`src/hw/lat_pkg.sv`:
```
// Package of offsets, field layouts and reset values for the lane alarm and offset trim registers
package lat_pkg;
    // Printed offsets are not all multiples of four, so they are register indices
    localparam logic [11:0] LAT_IDX_CORE0_TRIM = 12'h330;
    localparam logic [11:0] LAT_IDX_CORE1_TRIM = 12'h332;
    localparam logic [11:0] LAT_IDX_CORE2A_TRIM = 12'h334;
    localparam logic [11:0] LAT_IDX_CORE2B_TRIM = 12'h336;
    // Own registers: lane flags, summary, mask, calibration control/status
    localparam logic [11:0] LAT_IDX_LANE_FLAGS = 12'h2c4;
    localparam logic [11:0] LAT_IDX_SUMMARY = 12'h2c0;
    localparam logic [11:0] LAT_IDX_IRQ_MASK = 12'h2c2;
    localparam logic [11:0] LAT_IDX_CAL_CTRL = 12'h340;
    // Field layout
    localparam int LAT_LANES = 8;
    localparam int LAT_TRIM_W = 12;
    localparam int LAT_REG_W = 16;
    localparam int LAT_SUMMARY_BIT = 5;
    localparam int LAT_OFFSET_CAL_ENABLE_BIT = 0;
    localparam int LAT_BACKGROUND_CAL_ENABLE_BIT = 1;
    localparam int LAT_BACKGROUND_OFFSET_CAL_ENABLE_BIT = 2;
    localparam int LAT_CAL_DONE_BIT = 3;
    localparam int LAT_CAL_BUSY_BIT = 4;
    // Reset values
    localparam logic [7:0] LAT_LANE_FLAGS_RST = 8'hff;
    localparam logic [7:0] LAT_SUMMARY_RST = 8'h20;
    localparam logic [7:0] LAT_IRQ_MASK_RST = 8'h20;
    localparam logic [11:0] LAT_TRIM_RST = 12'h000;
    localparam logic [2:0] LAT_CAL_CTRL_RST = 3'h0;
    // Bus encodings
    localparam logic [1:0] LAT_HTRANS_NONSEQ = 2'h2;
    localparam logic [2:0] LAT_HSIZE_WORD = 3'h2;
endpackage

```
`src/hw/lat_regs.sv`:
```
// Lane FIFO alarm and offset trim register bank behind an AHB-Lite slave
`timescale 1ns/1ns
`default_nettype none
// Operation
// lane FIFO fault sets its lane bit
// writing one clears lane bit
// persisting fault sets bit again next cycle
// summary clear-write clears all lane bits
// core 0 trim 12 bits, applied
// core 1 trim 12 bits, applied
// input-A trim applied while sampling pair A
// input-B trim applied while sampling pair B
// software avoids trims during offset calibration
// wait for foreground done before trim access
// no trim access with both background enables
// recommended background setup without background offset
// spare cores calibrated in foreground step
// offset calibration off: access anytime
// software writes zero to bits 15:12
// trims loaded from fuses at start-up
// summary alarm sets on any lane fault; the code sets it only for faulting lanes that also have lane_active set
// all alarm bits one after reset
// fault beats simultaneous clear
module lat_regs (
    input wire logic hclk,
    input wire logic hresetn,
    input wire logic hsel,
    input wire logic [31:0] haddr,
    input wire logic [1:0] htrans,
    input wire logic hwrite,
    input wire logic [2:0] hsize,
    input wire logic [31:0] hwdata,
    input wire logic hready,
    output logic [31:0] hrdata,
    output logic hreadyout,
    output logic hresp,
    input wire logic [lat_pkg::LAT_LANES-1:0] lane_fifo_fault,
    input wire logic [lat_pkg::LAT_LANES-1:0] lane_active,
    input wire logic foreground_cal_done,
    input wire logic cal_busy,
    input wire logic core2_sel_input_b,
    input wire logic [lat_pkg::LAT_TRIM_W-1:0] fuse_core0_trim,
    input wire logic [lat_pkg::LAT_TRIM_W-1:0] fuse_core1_trim,
    input wire logic [lat_pkg::LAT_TRIM_W-1:0] fuse_core2a_trim,
    input wire logic [lat_pkg::LAT_TRIM_W-1:0] fuse_core2b_trim,
    output logic [lat_pkg::LAT_TRIM_W-1:0] core0_trim,
    output logic [lat_pkg::LAT_TRIM_W-1:0] core1_trim,
    output logic [lat_pkg::LAT_TRIM_W-1:0] core2_trim,
    output logic offset_cal_enable,
    output logic background_cal_enable,
    output logic background_offset_cal_enable,
    output logic irq
);
    import lat_pkg::*;

    localparam int NTRIM = 4;

    // Synchronised pin inputs
    logic [LAT_LANES-1:0] fault_s1_q;
    logic [LAT_LANES-1:0] fault_s2_q;
    logic [LAT_LANES-1:0] act_s1_q;
    logic [LAT_LANES-1:0] act_s2_q;
    logic done_s1_q;
    logic done_s2_q;
    logic busy_s1_q;
    logic busy_s2_q;
    logic selb_s1_q;
    logic selb_s2_q;

    // Bus address phase capture, fuse load flag and register state
    logic wr_pend_q;
    logic rd_pend_q;
    logic [9:0] idx_q;
    logic fuse_load_q;
    logic [2:0] cal_ctrl_q;
    logic [7:0] mask_q;
    logic [31:0] rdata_q;

    // Two-flop synchronisers for lane, calibration and core 2 input pair select inputs
    always_ff @(posedge hclk or negedge hresetn) begin
        if (!hresetn) begin
            fault_s1_q <= '0;
            fault_s2_q <= '0;
            act_s1_q <= '0;
            act_s2_q <= '0;
            done_s1_q <= 1'b0;
            done_s2_q <= 1'b0;
            busy_s1_q <= 1'b0;
            busy_s2_q <= 1'b0;
            selb_s1_q <= 1'b0;
            selb_s2_q <= 1'b0;
        end else begin
            fault_s1_q <= lane_fifo_fault;
            fault_s2_q <= fault_s1_q;
            act_s1_q <= lane_active;
            act_s2_q <= act_s1_q;
            done_s1_q <= foreground_cal_done;
            done_s2_q <= done_s1_q;
            busy_s1_q <= cal_busy;
            busy_s2_q <= busy_s1_q;
            selb_s1_q <= core2_sel_input_b;
            selb_s2_q <= selb_s1_q;
        end
    end

    // Address phase decode
    wire addr_ok = hsel & hready & (htrans == LAT_HTRANS_NONSEQ);
    wire [9:0] idx_d = haddr[11:2];
    wire wr_go = wr_pend_q;
    wire [15:0] wd16 = hwdata[15:0];

    always_ff @(posedge hclk or negedge hresetn) begin
        if (!hresetn) begin
            wr_pend_q <= 1'b0;
            rd_pend_q <= 1'b0;
            idx_q <= '0;
        end else begin
            wr_pend_q <= addr_ok & hwrite;
            rd_pend_q <= addr_ok & ~hwrite;
            idx_q <= idx_d;
        end
    end

    // Register selects in the data phase (byte address = 4 x index)
    wire sel_lane = (idx_q == LAT_IDX_LANE_FLAGS[9:0]);
    wire sel_sum = (idx_q == LAT_IDX_SUMMARY[9:0]);
    wire sel_mask = (idx_q == LAT_IDX_IRQ_MASK[9:0]);
    wire sel_cal = (idx_q == LAT_IDX_CAL_CTRL[9:0]);
    wire [NTRIM-1:0] sel_trim;
    assign sel_trim[0] = (idx_q == LAT_IDX_CORE0_TRIM[9:0]);
    assign sel_trim[1] = (idx_q == LAT_IDX_CORE1_TRIM[9:0]);
    assign sel_trim[2] = (idx_q == LAT_IDX_CORE2A_TRIM[9:0]);
    assign sel_trim[3] = (idx_q == LAT_IDX_CORE2B_TRIM[9:0]);

    // Lane flags: fault sets, one-write clears, summary clear-write clears all
    wire sum_clr = wr_go & sel_sum & wd16[LAT_SUMMARY_BIT];
    wire [LAT_LANES-1:0] lane_flags;
    wire summary_flag;
    genvar gi;
    generate
        for (gi = 0; gi < LAT_LANES; gi++) begin : g_lane
            lat_sticky_bit u_bit (
                .hclk(hclk),
                .hresetn(hresetn),
                .set_i(fault_s2_q[gi]),
                .clr_i((wr_go & sel_lane & wd16[gi]) | sum_clr),
                .flag_o(lane_flags[gi])
            );
        end
    endgenerate

    // Summary alarm: any active lane fault
    lat_sticky_bit u_summary (
        .hclk(hclk),
        .hresetn(hresetn),
        .set_i(|(fault_s2_q & act_s2_q)),
        .clr_i(sum_clr),
        .flag_o(summary_flag)
    );

    // Trim registers with fuse preload one cycle after reset release
    wire [LAT_TRIM_W-1:0] fuse_val [NTRIM];
    wire [LAT_TRIM_W-1:0] trim_val [NTRIM];
    assign fuse_val[0] = fuse_core0_trim;
    assign fuse_val[1] = fuse_core1_trim;
    assign fuse_val[2] = fuse_core2a_trim;
    assign fuse_val[3] = fuse_core2b_trim;

    always_ff @(posedge hclk or negedge hresetn) begin
        if (!hresetn) begin
            fuse_load_q <= 1'b1;
        end else begin
            fuse_load_q <= 1'b0;
        end
    end

    generate
        for (gi = 0; gi < NTRIM; gi++) begin : g_trim
            lat_trim_reg #(.WIDTH(LAT_TRIM_W)) u_trim (
                .hclk(hclk),
                .hresetn(hresetn),
                .fuse_load_i(fuse_load_q),
                .fuse_value_i(fuse_val[gi]),
                .wr_i(wr_go & sel_trim[gi]),
                .wdata_i(wd16[LAT_TRIM_W-1:0]),
                .trim_o(trim_val[gi])
            );
        end
    endgenerate

    // Trim application; core 2 picks by input pair
    assign core0_trim = trim_val[0];
    assign core1_trim = trim_val[1];
    assign core2_trim = selb_s2_q ? trim_val[3] : trim_val[2];

    // Calibration enables and interrupt mask
    always_ff @(posedge hclk or negedge hresetn) begin
        if (!hresetn) begin
            cal_ctrl_q <= LAT_CAL_CTRL_RST;
            mask_q <= LAT_IRQ_MASK_RST;
        end else begin
            if (wr_go & sel_cal) begin
                cal_ctrl_q <= wd16[2:0];
            end
            if (wr_go & sel_mask) begin
                mask_q <= wd16[7:0];
            end
        end
    end

    // Foreground step covers spare cores even with background offset off
    assign offset_cal_enable = cal_ctrl_q[LAT_OFFSET_CAL_ENABLE_BIT];
    assign background_cal_enable = cal_ctrl_q[LAT_BACKGROUND_CAL_ENABLE_BIT];
    assign background_offset_cal_enable = cal_ctrl_q[LAT_BACKGROUND_OFFSET_CAL_ENABLE_BIT];

    // Interrupt: summary bit set and not masked
    assign irq = summary_flag & ~mask_q[LAT_SUMMARY_BIT];

    // Read mux, status visible for the software access checks
    wire [15:0] sum_word = 16'(summary_flag) << LAT_SUMMARY_BIT;
    wire [15:0] cal_word = {11'h000, busy_s2_q, done_s2_q, cal_ctrl_q};
    wire [15:0] rd_mux =
        sel_lane ? {8'h00, lane_flags} :
        sel_sum ? sum_word :
        sel_mask ? {8'h00, mask_q} :
        sel_cal ? cal_word :
        sel_trim[0] ? {4'h0, trim_val[0]} :
        sel_trim[1] ? {4'h0, trim_val[1]} :
        sel_trim[2] ? {4'h0, trim_val[2]} :
        sel_trim[3] ? {4'h0, trim_val[3]} : 16'h0000;

    // Address phase registers the index; data is returned one phase later
    always_ff @(posedge hclk or negedge hresetn) begin
        if (!hresetn) begin
            rdata_q <= 32'h0000_0000;
        end else begin
            rdata_q <= {16'h0000, rd_mux};
        end
    end

    // Read data comes from rd_mux combinationally in the data phase
    assign hrdata = rd_pend_q ? {16'h0000, rd_mux} : rdata_q;
    assign hreadyout = 1'b1;
    assign hresp = 1'b0;
endmodule
`default_nettype wire

```
`src/hw/lat_sticky_bit.sv`:
```
// One sticky alarm bit: set by an event, cleared by software, set wins
`timescale 1ns/1ns
`default_nettype none
module lat_sticky_bit (
    input wire logic hclk,
    input wire logic hresetn,
    input wire logic set_i,
    input wire logic clr_i,
    output logic flag_o
);
    logic flag_q;
    logic flag_d;

    // Event beats a clear in the same cycle
    assign flag_d = set_i | (flag_q & ~clr_i);
    assign flag_o = flag_q;

    // Flag comes up set after reset
    always_ff @(posedge hclk or negedge hresetn) begin
        if (!hresetn) begin
            flag_q <= 1'b1;
        end else begin
            flag_q <= flag_d;
        end
    end
endmodule
`default_nettype wire

```
`src/hw/lat_trim_reg.sv`:
```
// One offset trim register, preloaded from fuse storage after reset
`timescale 1ns/1ns
`default_nettype none
module lat_trim_reg #(
    parameter int WIDTH = 12
) (
    input wire logic hclk,
    input wire logic hresetn,
    input wire logic fuse_load_i,
    input wire logic [WIDTH-1:0] fuse_value_i,
    input wire logic wr_i,
    input wire logic [WIDTH-1:0] wdata_i,
    output logic [WIDTH-1:0] trim_o
);
    logic [WIDTH-1:0] trim_q;

    assign trim_o = trim_q;

    // Fuse load replaces the nominal zero; software writes afterwards
    always_ff @(posedge hclk or negedge hresetn) begin
        if (!hresetn) begin
            trim_q <= '0;
        end else if (fuse_load_i) begin
            trim_q <= fuse_value_i;
        end else if (wr_i) begin
            trim_q <= wdata_i;
        end
    end
endmodule
`default_nettype wire

```
`config.mk`:
```
export PLATFORM = sky130hd
export DESIGN_NAME = lat_regs
export DESIGN_NICKNAME = d
export VERILOG_FILES = /design/src/hw/lat_pkg.sv /design/src/hw/lat_regs.sv /design/src/hw/lat_sticky_bit.sv /design/src/hw/lat_trim_reg.sv
export SDC_FILE = /design/constraint.sdc
export NUM_CORES = 1
export LEC_CHECK = 0
export BUFFER_PORTS_ARGS = -buffer_cell sky130_fd_sc_hd__buf_4
export CORE_UTILIZATION = 39
export DETAILED_ROUTE_END_ITERATION = 16
export MAX_ROUTING_LAYER = met4
export PLACE_DENSITY = 0.64
export REMOVE_ABC_BUFFERS = 1
export SLEW_MARGIN = 30
export SYNTH_ARGS = -nofsm -noshare
export SYNTH_HDL_FRONTEND = slang
export SYNTH_SLANG_ARGS = --single-unit
```
`constraint.sdc`:
```
create_clock -name hclk -period 2.3 [get_ports hclk]
set_input_delay 0.46 -clock hclk [delete_from_list [all_inputs] [get_ports hclk]]
set_output_delay 0.46 -clock hclk [all_outputs]
set_load 0.02 [all_outputs]
```
==> impl_metrics.csv <==
group,metric,value,unit
status,status,"finished with violations",
status,violations,"setup timing",
detailed_routing,via_count,4851,
detailed_routing,wl_per_cell,17.9,um
grt,overflow,0,
pwr,pwr_density_cell,711,mW/mm2
grt,grt_pass1_vias,5061,
timing,holdWs,0.121,ns
hold_path,hp-class,"input pin to async pin",
timing,tns,-2.99,ns
worst_setup_path,cp_max_fo,8,
run,cap_violations,0,
worst_setup_path,cp.required,1.84,ns
timing,min_period,2.67,ns
detailed_routing,routed_via_density,5.15,
layout,areaGrowthSynthToFinish,42.2,%
place,port_buffers,147,
grt,grt_pass1_wl,26900,um
layout,final.fill_count,1280,
pwr,irDropWorstVdd,0.000534,V
worst_setup_path,rrSetupSlack,0.23,ns
worst_setup_path,reg2reg_depth,8,
detailed_routing,drt-pass1-iter-count,4,
synthesis,yosysWarnings,0,
worst_setup_path,timing.rr.start,"idx_q[2]$_DFF_PN0_",
clock_network,cts_buffers,17,
detailed_routing,drt_iter0_drc,250,
place,dpl-instance-area,0.00763,mm2
synthesis,synth-async-reset-ratio,1.00,
floorplan,die_w,127,um
floorplan,coreArea,0.0153,mm2
grt,antenna_found_initial,0,
place,dp.cells,900,
timing,max_clock_freq,375,MHz
timing,setup_violations,12,
synthesis,syn_area,0.00612,mm2
timing,slew_viol_final,0,
grt,track_usage,0.227,
worst_setup_path,rr_endpoint,"g_trim[0].u_trim.trim_o[8]$_DFFE_PN0P_",
synthesis,synth_flop_cell,"dfrtp_1",
timing,fin_ws,-0.367,ns
layout,drive_above_1_share,0.445,
clock_network,htree_levels,4,
detailed_routing,final_antenna_net_count,0,
timing,worst_clock_skew,0.00694,ns
layout,fin_area,0.00871,mm2
place,hpwl,11600,um
worst_setup_path,critical_path_class,"flip-flop to output pin",
place,pre_cts_ws,-0.107,ns
clock_network,cts.sinks,131,
worst_setup_path,cp.arrival,2.21,ns
worst_setup_path,crit_path_start_kind,"flip-flop",
floorplan,start_util,0.401,
synthesis,yosysSeqAreaShare,0.537,
synthesis,synth-seq-cells,131,
pwr,p_leak,3.87,nW
synthesis,syn_inst,534,
pwr,power.total,6.20,mW
clock_network,clk_latency,0.42,ns
worst_setup_path,endpoint_kind,"output pin",
timing,rsz0062_at_grt,"yes",
clock_network,cts_tree,"yes",
floorplan,die_area,0.0162,mm2
synthesis,ys_types,54,
detailed_routing,drc,0,
grt,grt_max_degree,132,
synthesis,synth-edff-count,0,
layout,finish.utilization,0.571,
floorplan,die_h,127,um
timing,slew_headroom,0.527,
detailed_routing,wirelength,16800,um
place,gp_routability_congestion,0.859,
layout,antennaDiodeCount,0,
clock_network,root_buffer,"clkbuf_16",
synthesis,syn-mean-instance-area,11.5,um2
layout,final_cell_count_no_fill,942,
timing,hold_viol_final,0,
clock_network,clk_pin_slew_worst_paths,0.06,ns
timing,worst_pin_slew,0.709,ns
floorplan,rows,45,
floorplan,ios,215,
layout,nets,859,
timing,period_share,1.16,
clock_network,clock_path_buffers,2,
cell type report:
type | instances | area, um2 | share of cell area
flip-flops and latches | 131 | 3290 | 0.378
well taps | 211 | 264 | 0.0303
multi-input cells | 365 | 2880 | 0.331
inverters | 5 | 18.8 | 0.00215
clock buffers | 21 | 470 | 0.0540
repair buffers | 198 | 1630 | 0.187
clock inverters | 11 | 153 | 0.0175
what timing repair did:
item                       4_1_cts  5_1_grt
buffers inserted                 8        2
resized for setup               61       10
hold buffers                     0        0
pin swaps                       22        8
setup endpoints to repair       12       12
report_power, final:
part / total (mW) / internal [mW] / switching, mW / leakage (nW)
Clock: 2.81 / 1.79 / 1.02 / 0.295
Combinational: 0.858 / 0.399 / 0.458 / 2.00
Sequential: 2.53 / 2.43 / 0.0951 / 1.57
Total: 6.20 / 4.63 / 1.57 / 3.87
flip-flops by register name, indices dropped and copies added (netlist names), 8 cells and up:
| name | count |
|---|---|
| fault_s2_q | 8 |
| act_s1_q | 8 |
| g_trim.u_trim.trim_o | 48 |
| idx_q | 10 |
| g_lane.u_bit.flag_o | 8 |
| fault_s1_q | 8 |
| mask_q | 8 |
| rdata_q | 12 |
| act_s2_q | 8 |
cell usage after synthesis, drive strengths merged, types with 6 or more instances:
| master | number | area, um2 |
|---|---|---|
| a31o | 7 | 61.3 |
| a21oi | 18 | 90.1 |
| mux2 | 27 | 304 |
| buf | 40 | 282 |
| dfstp | 11 | 289 |
| nand2 | 66 | 248 |
| mux2i | 56 | 561 |
| a31oi | 6 | 37.5 |
| a22o | 6 | 52.6 |
| dfrtp | 120 | 3000 |
| o21ai | 43 | 215 |
| clkbuf | 14 | 52.6 |
| nor2 | 29 | 109 |
worst max-delay path, cell delays in order (launching register included):
cell and delay [ns]:
dfrtp_1 0.38, or3b_4 0.48, or4_4 0.51, o2111ai_2 0.10
a31oi_2 0.14, buf_4 0.18
routing by layer:
metal  track usage  up-vias  share of wire
li1              -     2250              -
met1         0.286     2394           0.43
met2         0.347      169           0.48
met3        0.0503       38          0.049
met4         0.111        0          0.035
met5             -        -              0
placed cells by master, fill, tap and decap left out, drive strengths merged, types with 5 or more instances in the layout:
cell / synthesis / layout
a21oi: 18 / 18
a22o: 6 / 6
a31o: 7 / 7
a31oi: 6 / 6
and3: 5 / 5
buf: 40 / 198
clkbuf: 14 / 21
clkinv: 0 / 5
conb: 2 / 23
dfrtp: 120 / 120
dfstp: 11 / 11
inv: 5 / 5
mux2: 27 / 27
mux2i: 56 / 56
mux4: 5 / 5
nand2: 66 / 66
nand4: 5 / 5
nor2: 29 / 29
nor4: 5 / 5
o2111ai: 5 / 5
o21ai: 43 / 43
or4: 5 / 5
cells by family after synthesis:
| logic type | synth area share |
|---|---|
| AOI/OAI and AO/OA | 0.117 |
| buffers and inverters | 0.0576 |
| DFF | 0.537 |
| muxes | 0.160 |
| other | 0.00123 |
| and+or+nand+nor | 0.127 |
how the worst max path moves through the flow:
| stage | from | end |
|---|---|---|
| 3_3_place_gp | idx_q[4]$_DFF_PN0_ | hrdata[4] |
| 6_report | idx_q[4]$_DFF_PN0_ | hrdata[0] |
| 4_1_cts | idx_q[5]$_DFF_PN0_ | hrdata[4] |
| 5_1_grt | idx_q[4]$_DFF_PN0_ | hrdata[0] |
| 3_5_place_dp | idx_q[4]$_DFF_PN0_ | hrdata[1] |
| 2_1_floorplan | idx_q[2]$_DFF_PN0_ | hrdata[6] |
Note: power is estimated with default switching activity, not from simulation.
